$ cat config.mk
export PLATFORM = sky130hd
export DESIGN_NAME = rfg_top
export DESIGN_NICKNAME = d
export VERILOG_FILES = /design/src/hw/rfg_pkg.sv /design/src/hw/rfg_fetch_cmp.sv /design/src/hw/rfg_loopback.sv /design/src/hw/rfg_top.sv
export VERILOG_INCLUDE_DIRS = /design/src /design/src/hw
export SDC_FILE = /design/constraint.sdc
export NUM_CORES = 1
export LEC_CHECK = 0
export BUFFER_PORTS_ARGS = -buffer_cell sky130_fd_sc_hd__buf_2
export CORE_ASPECT_RATIO = 2
export CORE_MARGIN = 2
export CORE_UTILIZATION = 40
export DETAILED_ROUTE_END_ITERATION = 8
export GPL_TIMING_DRIVEN = 1
export PLACE_DENSITY = 0.8
export SYNTH_ARGS = -nofsm -noshare
export SYNTH_HDL_FRONTEND = slang
export SYNTH_SLANG_ARGS = --single-unit
export TNS_END_PERCENT = 30
$ cat constraint.sdc
create_clock -name clock -period 1.9 [get_ports clock]
set_input_delay 0.285 -clock clock [delete_from_list [all_inputs] [get_ports clock]]
set_output_delay 0.285 -clock clock [all_outputs]
set_load 0.03 [all_outputs]
$ cat src/hw/rfg_cfg.svh
`ifndef RFG_CFG_SVH
`define RFG_CFG_SVH
// Behaviour
// - Executing from unused ROM raises chip reset
// - Guard enabled only by startup code option
// - Guard reset sets cause flag for software
// - Region: parameter lower bound to 7:0FFFF
// - Segment bit 3 ignored in comparison
// - Loopback routes unit transmit into receive
// - Pin output follows alternate-function select only
// - Loopback receive needs no pin selection
// - Six loopback enable bits, reset zero

`define RFG_ADDR_COMM_TEST 12'h000
`define RFG_ADDR_SAFETY_STAT 12'h004
`define RFG_ADDR_IRQ_STAT 12'h008
`define RFG_ADDR_IRQ_MASK 12'h00c
`define RFG_ADDR_OPTION 12'h010

`define RFG_COMM_TEST_RST 16'h0000
`define RFG_COMM_TEST_WMASK 16'h113f
`define RFG_SAFETY_STAT_RST 8'h00
`define RFG_SAFETY_ROM_BIT 0
`define RFG_IRQ_RST 2'h0
`define RFG_IRQ_HIT_BIT 0
`define RFG_IRQ_IGNORED_BIT 1

`define RFG_GUARD_TOP 20'h7ffff
`define RFG_GUARD_LOW_DEF 20'h3ffc0
`define RFG_SEG_KEEP 4'h7

`define RFG_CLK_PERIOD_NS 4
`define RFG_RST_HOLD_NS 16
`define RFG_RST_HOLD_CYC ((`RFG_RST_HOLD_NS + `RFG_CLK_PERIOD_NS - 1) / `RFG_CLK_PERIOD_NS)
`define RFG_NUM_UNITS 6
`endif

$ cat src/hw/rfg_pkg.sv
`include "rfg_cfg.svh"
package rfg_pkg;
	typedef struct packed {
		logic valid;
		logic [3:0] seg;
		logic [15:0] pc;
	} rfg_fetch_s;

	typedef enum logic {
		RFG_IDLE = 1'b0,
		RFG_HOLD = 1'b1
	} rfg_guard_e;

	typedef logic [`RFG_NUM_UNITS-1:0] rfg_unit_t;

	// Segment bit 3 does not exist in the fetch path
	function automatic logic [19:0] rfg_fetch_addr(input rfg_fetch_s f);
		logic [3:0] seg;
		seg = f.seg & `RFG_SEG_KEEP;
		rfg_fetch_addr = {1'b0, seg[2:0], f.pc};
	endfunction : rfg_fetch_addr
endpackage : rfg_pkg

$ cat src/hw/rfg_fetch_cmp.sv
`include "rfg_cfg.svh"
module rfg_fetch_cmp import rfg_pkg::*; #(
	parameter logic [19:0] GUARD_LOW = `RFG_GUARD_LOW_DEF
) (
	// Fetch in
	input wire rfg_fetch_s fetch,
	// Result
	output logic hit
);
	logic [19:0] addr;

	always_comb begin
		addr = rfg_fetch_addr(fetch);
		hit = fetch.valid && (addr >= GUARD_LOW) && (addr <= `RFG_GUARD_TOP);
	end
endmodule : rfg_fetch_cmp

$ cat src/hw/rfg_loopback.sv
module rfg_loopback import rfg_pkg::*; (
	// Clock and reset
	input wire logic clock,
	input wire logic srst,
	// Control
	input wire rfg_unit_t loop_en,
	input wire rfg_unit_t port_alt_sel,
	// Serial units
	input wire rfg_unit_t unit_txd,
	output rfg_unit_t unit_rxd_q,
	// Pins
	input wire rfg_unit_t pin_rxd,
	output rfg_unit_t pin_txd_q,
	output rfg_unit_t pin_txd_oe_q
);
	rfg_unit_t rx_s1_q, rx_s2_q;
	rfg_unit_t rx_s1_d, rx_s2_d, unit_rxd_d, pin_txd_d, pin_txd_oe_d;

	always_comb begin
		rx_s1_d = pin_rxd;
		rx_s2_d = rx_s1_q;
		unit_rxd_d = (loop_en & unit_txd) | (~loop_en & rx_s2_q);
		// Idle high on an undriven line keeps a UART receiver quiet
		pin_txd_d = unit_txd | ~port_alt_sel;
		pin_txd_oe_d = port_alt_sel;
	end

	always_ff @(posedge clock) begin
		if (srst) begin
			rx_s1_q <= '1;
			rx_s2_q <= '1;
			unit_rxd_q <= '1;
			pin_txd_q <= '1;
			pin_txd_oe_q <= '0;
		end else begin
			rx_s1_q <= rx_s1_d;
			rx_s2_q <= rx_s2_d;
			unit_rxd_q <= unit_rxd_d;
			pin_txd_q <= pin_txd_d;
			pin_txd_oe_q <= pin_txd_oe_d;
		end
	end
endmodule : rfg_loopback

$ cat src/hw/rfg_top.sv
// Chosen here: the placing of the registers and the APB slave port.
`include "rfg_cfg.svh"
module rfg_top import rfg_pkg::*; #(
	parameter logic [19:0] GUARD_LOW = `RFG_GUARD_LOW_DEF
) (
	// Clock and reset
	input wire logic clock,
	input wire logic srst,
	// APB slave
	input wire logic psel,
	input wire logic penable,
	input wire logic pwrite,
	input wire logic [11:0] paddr,
	input wire logic [31:0] pwdata,
	output logic [31:0] prdata,
	output logic pready,
	output logic pslverr,
	// Code option strap
	input wire logic option_guard_pin,
	// CPU fetch
	input wire rfg_fetch_s fetch,
	// Serial units
	input wire rfg_unit_t unit_txd,
	output rfg_unit_t unit_rxd,
	input wire rfg_unit_t port_alt_sel,
	// Port pins
	input wire rfg_unit_t pin_rxd,
	output rfg_unit_t pin_txd,
	output rfg_unit_t pin_txd_oe,
	// System
	output logic chip_wide_reset,
	output logic irq
);
	localparam logic [2:0] HOLD_LAST = 3'(`RFG_RST_HOLD_CYC - 1);

	function automatic logic addr_is(input logic [11:0] a, input logic [11:0] t);
		addr_is = (a[11:2] == t[11:2]);
	endfunction : addr_is

	// Code option capture
	logic opt_s1_q, opt_s2_q, opt_loaded_q, opt_en_q;
	logic opt_s1_d, opt_s2_d, opt_loaded_d, opt_en_d;
	logic guard_en;

	always_comb begin
		opt_s1_d = option_guard_pin;
		opt_s2_d = opt_s1_q;
		opt_loaded_d = opt_loaded_q;
		opt_en_d = opt_en_q;
		// Latched once after release; software cannot change it later
		if (!opt_loaded_q) begin
			opt_loaded_d = 1'b1;
			opt_en_d = opt_s2_q;
		end
		guard_en = opt_loaded_q && opt_en_q;
	end

	always_ff @(posedge clock) begin
		// Strap chain runs through reset so the option is settled at release
		opt_s1_q <= opt_s1_d;
		opt_s2_q <= opt_s2_d;
		if (srst) begin
			opt_loaded_q <= 1'b0;
			opt_en_q <= 1'b0;
		end else begin
			opt_loaded_q <= opt_loaded_d;
			opt_en_q <= opt_en_d;
		end
	end

	// Fetch comparison
	logic fetch_hit;

	rfg_fetch_cmp #(
		.GUARD_LOW(GUARD_LOW)
	) u_cmp (
		.fetch(fetch),
		.hit(fetch_hit)
	);

	// Guard reset sequencer
	rfg_guard_e state_q, state_d;
	logic [2:0] hold_cnt_q, hold_cnt_d;
	logic chip_rst_q, chip_rst_d;
	logic viol_evt, ign_evt;

	always_comb begin
		state_d = state_q;
		hold_cnt_d = hold_cnt_q;
		chip_rst_d = chip_rst_q;
		viol_evt = fetch_hit && guard_en && (state_q == RFG_IDLE);
		ign_evt = fetch_hit && !guard_en;
		unique case (state_q)
			RFG_IDLE: begin
				if (viol_evt) begin
					state_d = RFG_HOLD;
					hold_cnt_d = HOLD_LAST;
					chip_rst_d = 1'b1;
				end
			end
			RFG_HOLD: begin
				// Further hits are moot while the chip is being reset
				if (hold_cnt_q == 3'h0) begin
					state_d = RFG_IDLE;
					chip_rst_d = 1'b0;
				end else begin
					hold_cnt_d = hold_cnt_q - 3'h1;
				end
			end
		endcase
	end

	always_ff @(posedge clock) begin
		if (srst) begin
			state_q <= RFG_IDLE;
			hold_cnt_q <= 3'h0;
			chip_rst_q <= 1'b0;
		end else begin
			state_q <= state_d;
			hold_cnt_q <= hold_cnt_d;
			chip_rst_q <= chip_rst_d;
		end
	end

	assign chip_wide_reset = chip_rst_q;

	// Register file and APB slave
	logic [15:0] comm_test_q, comm_test_d;
	logic [7:0] safety_stat_q, safety_stat_d;
	logic [1:0] irq_stat_q, irq_stat_d, irq_mask_q, irq_mask_d;
	logic [31:0] prdata_q, prdata_d;
	logic pready_q, pready_d, pslverr_q, pslverr_d, irq_q, irq_d;
	logic access, wr_done;
	logic mapped;
	logic [31:0] rd_word;
	logic [1:0] irq_set;

	always_comb begin
		access = psel && penable;
		wr_done = access && pready_q && pwrite;
		mapped = addr_is(paddr, `RFG_ADDR_COMM_TEST) || addr_is(paddr, `RFG_ADDR_SAFETY_STAT) ||
			addr_is(paddr, `RFG_ADDR_IRQ_STAT) || addr_is(paddr, `RFG_ADDR_IRQ_MASK) ||
			addr_is(paddr, `RFG_ADDR_OPTION);
		rd_word = 32'h0000_0000;
		if (addr_is(paddr, `RFG_ADDR_COMM_TEST)) begin
			rd_word = {16'h0000, comm_test_q};
		end else if (addr_is(paddr, `RFG_ADDR_SAFETY_STAT)) begin
			rd_word = {24'h00_0000, safety_stat_q};
		end else if (addr_is(paddr, `RFG_ADDR_IRQ_STAT)) begin
			rd_word = {30'h0000_0000, irq_stat_q};
		end else if (addr_is(paddr, `RFG_ADDR_IRQ_MASK)) begin
			rd_word = {30'h0000_0000, irq_mask_q};
		end else if (addr_is(paddr, `RFG_ADDR_OPTION)) begin
			rd_word = {30'h0000_0000, opt_loaded_q, opt_en_q};
		end
		// One wait state: answer lands on the second access cycle
		pready_d = access && !pready_q;
		prdata_d = (pready_d && !pwrite) ? rd_word : 32'h0000_0000;
		pslverr_d = pready_d && !mapped;

		comm_test_d = comm_test_q;
		if (wr_done && addr_is(paddr, `RFG_ADDR_COMM_TEST)) begin
			comm_test_d = pwdata[15:0] & `RFG_COMM_TEST_WMASK;
		end
		safety_stat_d = safety_stat_q;
		if (wr_done && addr_is(paddr, `RFG_ADDR_SAFETY_STAT)) begin
			safety_stat_d = safety_stat_q & ~pwdata[7:0];
		end
		// Set after clear so a same-cycle event survives
		if (viol_evt) begin
			safety_stat_d[`RFG_SAFETY_ROM_BIT] = 1'b1;
		end
		irq_set = 2'h0;
		irq_set[`RFG_IRQ_HIT_BIT] = viol_evt;
		irq_set[`RFG_IRQ_IGNORED_BIT] = ign_evt;
		irq_stat_d = irq_stat_q;
		if (wr_done && addr_is(paddr, `RFG_ADDR_IRQ_STAT)) begin
			irq_stat_d = irq_stat_q & ~pwdata[1:0];
		end
		irq_stat_d = irq_stat_d | irq_set;
		irq_mask_d = irq_mask_q;
		if (wr_done && addr_is(paddr, `RFG_ADDR_IRQ_MASK)) begin
			irq_mask_d = pwdata[1:0];
		end
		irq_d = |(irq_stat_d & irq_mask_d);
	end

	always_ff @(posedge clock) begin
		if (srst) begin
			comm_test_q <= `RFG_COMM_TEST_RST;
			safety_stat_q <= `RFG_SAFETY_STAT_RST;
			irq_stat_q <= `RFG_IRQ_RST;
			irq_mask_q <= `RFG_IRQ_RST;
			prdata_q <= 32'h0000_0000;
			pready_q <= 1'b0;
			pslverr_q <= 1'b0;
			irq_q <= 1'b0;
		end else begin
			comm_test_q <= comm_test_d;
			safety_stat_q <= safety_stat_d;
			irq_stat_q <= irq_stat_d;
			irq_mask_q <= irq_mask_d;
			prdata_q <= prdata_d;
			pready_q <= pready_d;
			pslverr_q <= pslverr_d;
			irq_q <= irq_d;
		end
	end

	assign prdata = prdata_q;
	assign pready = pready_q;
	assign pslverr = pslverr_q;
	assign irq = irq_q;

	// Serial loopback
	rfg_loopback u_loop (
		.clock(clock),
		.srst(srst),
		.loop_en(comm_test_q[`RFG_NUM_UNITS-1:0]),
		.port_alt_sel(port_alt_sel),
		.unit_txd(unit_txd),
		.unit_rxd_q(unit_rxd),
		.pin_rxd(pin_rxd),
		.pin_txd_q(pin_txd),
		.pin_txd_oe_q(pin_txd_oe)
	);
endmodule : rfg_top

==> run_results.csv, run 1 <==
group,metric,value,unit
worst_hold_path,hold_depth,1,
routing,drtPass1Iterations,4,
finish,seq_area,1440,um^2
clock_tree,clkSinkCount,72,
timing,setup_ws,199,ps
die,dieWidth,61.4,um
finish,final_util,0.542,
worst_hold_path,min_from,"option_guard_pin",
finish,antenna_cells,0,
routing,vias_per_cell,4.73,
timing,finalClockSkew,3.81,ps
critical_path,reg2reg_to,"irq",
critical_path,ff2ff_path_depth,5,
die,fp.coreArea,6360,um^2
finish,mostFrequentLayoutCell,"buf_2",
worst_hold_path,hold_end,"opt_s1_q",
clock_tree,clk_path_buf_depth,2,
global_routing,grt_usage,0.168,
routing,drtIter0Drc,90,
clock_tree,cts_setup_buffers,0,
critical_path,critical_path.max_stage_delay,560,ps
place,gp_congestion,0.912,
clock_tree,clk_pin_slew,50,ps
place,port_buffers,89,
finish,area_delta_synth_final,31.0,%
clock_tree,cts_tree,"done",
die,die-area,7290,um^2
timing,max_freq,0.588,GHz
synthesis,ys.flop_type,"dfxtp_1",
routing,drc_errors,0,
critical_path,timing.critical_path.buf_inv,2,
critical_path,crit_type,"input pin to flop",
synthesis,synth_seq_area_share,0.548,
synthesis,synth-seq-cells,72,
critical_path,end_kind,"flop",
finish,filler_cell_count,599,
clock_tree,htreeDepth,3,
synthesis,syn_inst,278,
critical_path,crit_chain,"buf_2 -> or4_4 -> nor3_1 -> buf_4 -> nand2_1 -> nand2_1 -> a21oi_1",
global_routing,grt_max_degree,18,
global_routing,antenna_found_initial,0,
timing,slew_violations,0,
run_status,run_status,"finished, final reports clean",
place,post-dp-hpwl,4350,um
clock_tree,cts-resized-gates,0,
clock_tree,clock-root-buffer,"clkbuf_16",
synthesis,synth_warnings,0,
timing,setup_viol,0,
critical_path,cp_top_family,"simple AND/OR/NAND/NOR gates",
timing,tightest_slew,559,ps
critical_path,reg2reg_setup_slack,250,ps
timing,slew_headroom,0.627,
clock_tree,cts_hold_buf,0,
clock_tree,cts-buffers-inserted,9,
critical_path,critPathMaxFanout,9,
job,drv_cap,0,
synthesis,syn-cell-area,2630,um^2
critical_path,cp_common_cell,"nand2_1",
critical_path,cp.required,2110,ps
synthesis,avgSynthCellArea,9.47,um^2
clock_tree,insertion_delay,330,ps
finish,fin_nets,469,
synthesis,synth_edf_count,0,
critical_path,worstSetupStartpointType,"input pin",
finish,final_cell_mix,"buf_2, dfxtp_1, nand2_1",
finish,drive_gt1_frac,0.343,
timing,finalCritPeriodShare,0.895,
power_and_ir_drop,ir_drop,0.542,mV
global_routing,grt_overflow,0,
die,start_util,0.414,
timing,hold_viol,0,
die,io_pins,143,
die,fp.dieH,119,um
routing,vias,2213,
place,post-place-ws,-146,ps
global_routing,grt_pass1_wl,9050,um
critical_path,r2r-start,"pready",
routing,wire_per_inst,12.1,um
critical_path,cp_slowest_cell,"or4_4",
critical_path,crit_arrival,1910,ps
synthesis,async_flop_share,0,
timing,rsz0062_at_grt,"no",
synthesis,ys_types,38,
power_and_ir_drop,power_density,1020,nW/um^2
finish,multi_input_area,1030,um^2
global_routing,grt_pass1_vias,2154,
timing,fin_crit,1700,ps
die,row_count,41,
power_and_ir_drop,power.leakage,1.54,nW
routing,ant_nets,0,
routing,wl,5680,um
worst_hold_path,worstHoldPathType,"input pin to flop",
[per-layer routing]
metal / wire length [um] / share of wire / track usage
met4: 240 / 0.042 / 0.122
met3: 364 / 0.064 / 0.0481
met1: 1920 / 0.34 / 0.152
met5: 0 / 0 / 0
met2: 3150 / 0.56 / 0.293
[cells in the mapped netlist (all sizes together) (3+ instances only)]
master	instances	area, um^2
o21ai	4	20.0
a21oi	17	85.1
nand4	4	25.0
nor2	14	52.6
and3	12	75.1
nand2b	6	37.5
a22oi	4	30.0
nor3	3	15.0
dfxtp	72	1440
inv	8	30.0
nor2b	6	37.5
nand3	12	60.1
mux2i	8	80.1
or2	13	81.3
or4	3	30.0
buf	26	184
clkbuf	6	22.5
nand2	37	139
[cell families (layout without fill, tap and decap cells)]
family / count (synthesis) / after routing / synth area share
AND/OR/NAND/NOR: 121 / 121 / 0.242
adder cells (fa/ha/maj): 2 / 2 / 0.00950
AO/OA/AOI/OAI: 34 / 34 / 0.0789
other: 1 / 22 / 0.00142
flip-flops: 72 / 72 / 0.548
multiplexers: 8 / 8 / 0.0304
buffers and inverters: 40 / 123 / 0.0898
[layout make-up]
cell class	instances	share of cell area
Sequential cell	72	0.418
Multi-Input combinational cell	187	0.300
Timing Repair Buffer	100	0.153
Clock buffer	13	0.0784
Tap cell	86	0.0312
Clock inverter	2	0.0109
Inverter	8	0.00871
[metrics by stage]
step           hold WS [ps]  std cells  area [um^2]  total power [mW]  TNS, ps
2_1_floorplan           310        299         2710              1.79        0
6_report               59.1        468         3450              3.52        0
3_5_place_dp            314        453         3140              1.87    -1450
4_1_cts                45.8        468         3450              3.56        0
5_1_grt                52.0        468         3450              3.66        0
3_3_place_gp            315        453         3140              1.86    -1070
[where the power goes]
part / switching [mW] / total [mW] / leakage (nW) / internal, mW
registers: 0.0112 / 1.56 / 0.588 / 1.55
logic: 0.183 / 0.280 / 0.803 / 0.0970
clock network: 0.568 / 1.68 / 0.148 / 1.11
[registers in the layout, indices dropped and copies added (netlist names), 3 cells and up]
signal / count
u_loop.pin_txd_oe_q: 6
u_loop.unit_rxd_q: 6
hold_cnt_q: 3
u_loop.rx_s1_q: 6
u_loop.rx_s2_q: 6
comm_test_q: 8
safety_stat_q: 8
u_loop.pin_txd_q: 6
prdata: 10
[worst max-delay path by stage]
stage | start | endpoint | slack [ps] | cells past startpoint
after floorplan | paddr[3] | safety_stat_q[1] | 50 | 5
after global placement | paddr[9] | comm_test_q[4] | -100 | 7
after detailed placement | paddr[9] | comm_test_q[4] | -150 | 7
after CTS | paddr[9] | comm_test_q[4] | 200 | 7
after global routing | paddr[9] | comm_test_q[5] | 70 | 7
final | paddr[9] | comm_test_q[4] | 200 | 7
Power figures use the tool's default switching activity.
==> run 2: changes to the inputs <==
--- a/config.mk
+++ b/config.mk
@@ -11,7 +11,8 @@
 export CORE_MARGIN = 2
 export CORE_UTILIZATION = 40
+export CTS_CLUSTER_SIZE = 40
 export DETAILED_ROUTE_END_ITERATION = 8
 export GPL_TIMING_DRIVEN = 1
-export PLACE_DENSITY = 0.8
+export PLACE_DENSITY = 0.79
 export SYNTH_ARGS = -nofsm -noshare
 export SYNTH_HDL_FRONTEND = slang
==> constraint.sdc (replaced) <==
create_clock -name clock -period 1.9 [get_ports clock]
set_input_delay 0 -clock clock [delete_from_list [all_inputs] [get_ports clock]]
set_output_delay 0 -clock clock [all_outputs]
set_load 0.03 [all_outputs]
==> run 2 against run 1 <==
Die area unchanged. Critical path depth down 2. Non-clock buffer count increased by 31. Worst setup slack gained 66 ps. Count of clock-buffer cells in the layout down 2. Maximum frequency is 4.0% higher. Clock power barely moved. Via count is 7.7% higher. Sequential power hardly changed. Critical path type is now flop to flop. Largest cell class unchanged.
==> run_results.csv, run 2 (synthesis results as in run 1) <==
group,metric,value,unit
run_status,run_status,"finished, final reports clean",
clock_tree,cts-buffers-inserted,9,
timing,finalCritPeriodShare,0.861,
critical_path,cp_slowest_cell,"or4_4",
finish,mostFrequentLayoutCell,"buf_2",
power_and_ir_drop,clkPwrFrac,0.470,
die,row_count,41,
routing,drc_errors,0,
global_routing,grt_max_degree,21,
clock_tree,clk_path_buf_depth,2,
place,port_buffers,89,
finish,area_delta_synth_final,43.3,%
die,dieWidth,61.4,um
die,io_pins,143,
critical_path,crit_arrival,1850,ps
timing,finalClockSkew,3.51,ps
power_and_ir_drop,intPower,2.77,mW
die,die-area,7290,um^2
timing,setup_viol,0,
global_routing,grt_overflow,0,
routing,drtIter0Drc,86,
power_and_ir_drop,p_sw_frac,0.225,
critical_path,timing.critical_path.buf_inv,0,
clock_tree,insertion_delay,330,ps
finish,multi_input_area,1030,um^2
clock_tree,cts_hold_buf,37,
routing,drtPass1Iterations,4,
die,start_util,0.414,
place,gp_congestion,0.886,
routing,wire_per_inst,12.7,um
critical_path,reg2reg_setup_slack,260,ps
clock_tree,clkSinkCount,72,
place,dp_cells,447,
timing,rsz0062_at_grt,"no",
place,post-dp-hpwl,4340,um
global_routing,grt_usage,0.193,
clock_tree,htreeDepth,3,
finish,seq_area,1440,um^2
clock_tree,cts-resized-gates,0,
timing,slew_violations,0,
timing,setup-tns-final,0,ps
finish,drive_gt1_frac,0.307,
clock_tree,clk_pin_slew,50,ps
die,fp.dieH,119,um
power_and_ir_drop,power.leakage,1.65,nW
worst_hold_path,worstHoldPathType,"input pin to flop",
finish,largest_register_ffs,10,
finish,antenna_cells,0,
power_and_ir_drop,power_density,946,nW/um^2
power_and_ir_drop,pwr-share-seq,0.437,
finish,fin_nets,500,
critical_path,critical_path.max_stage_delay,540,ps
clock_tree,cts_setup_buffers,0,
critical_path,worstSetupStartpointType,"flop",
finish,final_cell_mix,"buf_2, dfxtp_1, nand2_1, dlygate4sd3_1, conb_1",
critical_path,critPathMaxFanout,3,
timing,tightest_slew,526,ps
critical_path,crit_type,"flop to flop",
critical_path,cp_top_family,"simple AND/OR/NAND/NOR gates",
timing,slew_headroom,0.649,
clock_tree,cts_tree,"done",
power_and_ir_drop,ir_drop,0.502,mV
global_routing,grt_pass1_wl,10400,um
finish,filler_cell_count,563,
global_routing,antenna_found_initial,0,
routing,ant_nets,0,
global_routing,grt_pass1_vias,2344,
timing,fin_crit,1640,ps
critical_path,crit_chain,"nand4_1 -> or4_4 -> mux2i_1 -> nor2_1 -> a22o_1",
power_and_ir_drop,pwr-share-comb,0.093,
routing,wl,6360,um
job,drv_cap,0,
routing,vias,2383,
routing,vias_per_cell,4.77,
critical_path,cp.required,2120,ps
clock_tree,clock-root-buffer,"clkbuf_16",
die,fp.coreArea,6360,um^2
power_and_ir_drop,p_sw,0.804,mW
timing,hold_viol,0,
critical_path,end_kind,"flop",
finish,final_util,0.593,
timing,max_freq,0.612,GHz
finish,final_cells,500,
[run 2: cell types whose count changed in the layout (fill, tap and decap cells not counted), sizes merged]
cell and change:
dlygate4sd3 +37, buf -6, clkbuf -2, clkinv +2, clkinvlp +1
[run 2: layout make-up]
| class | count | share of cell area |
|---|---|---|
| clock buffers | 11 | 0.0670 |
| clock inverters | 5 | 0.0146 |
| inverters | 8 | 0.00796 |
| multi-input cells | 187 | 0.274 |
| flip-flops and latches | 72 | 0.382 |
| well taps | 86 | 0.0285 |
| repair buffers | 131 | 0.226 |
[run 2: worst reg2reg max path: stages (launching register included)]
cell	delay, ps
dfxtp_1	350
nand4_1	180
or4_4	540
mux2i_1	160
nor2_1	70
a22o_1	230
[run 2: per-stage QoR]
step / hold WS, ps / power (mW) / worst slack (ps) / area, um^2
after floorplan: 27.7 / 1.79 / 146 / 2710
after global placement: 106 / 1.86 / 108 / 3100
after detailed placement: 110 / 1.86 / 83.1 / 3100
after CTS: 0.577 / 3.60 / 258 / 3770
after global routing: 32.8 / 3.71 / 111 / 3770
final: 14.1 / 3.57 / 265 / 3770
[run 2: path summary, 6_finish.rpt]
check | depth (start not counted) | start | endpoint
max | 5 | pready | irq
min | 3 | psel | pslverr
max reg2reg | 5 | pready | irq
min reg2reg | 0 | opt_s1_q | opt_s2_q
[run 2: power groups by stage]
stage / Sequential, mW / Combinational [mW] / Clock, mW
4_1_cts: 1.56 / 0.329 / 1.71
6_report: 1.56 / 0.332 / 1.68
3_5_place_dp: 1.59 / 0.272 / 0
5_1_grt: 1.56 / 0.359 / 1.79
2_1_floorplan: 1.63 / 0.169 / 0
3_3_place_gp: 1.59 / 0.267 / 0
[run 2: layer usage]
metal / share of wire / routed length, um / global-route usage / up-vias
met5: 0 / 0 / 0 / -
li1: - / - / - / 1154
met2: 0.57 / 3610 / 0.344 / 97
met4: 0.037 / 233 / 0.106 / 0
met1: 0.35 / 2200 / 0.182 / 1113
met3: 0.050 / 319 / 0.0569 / 19
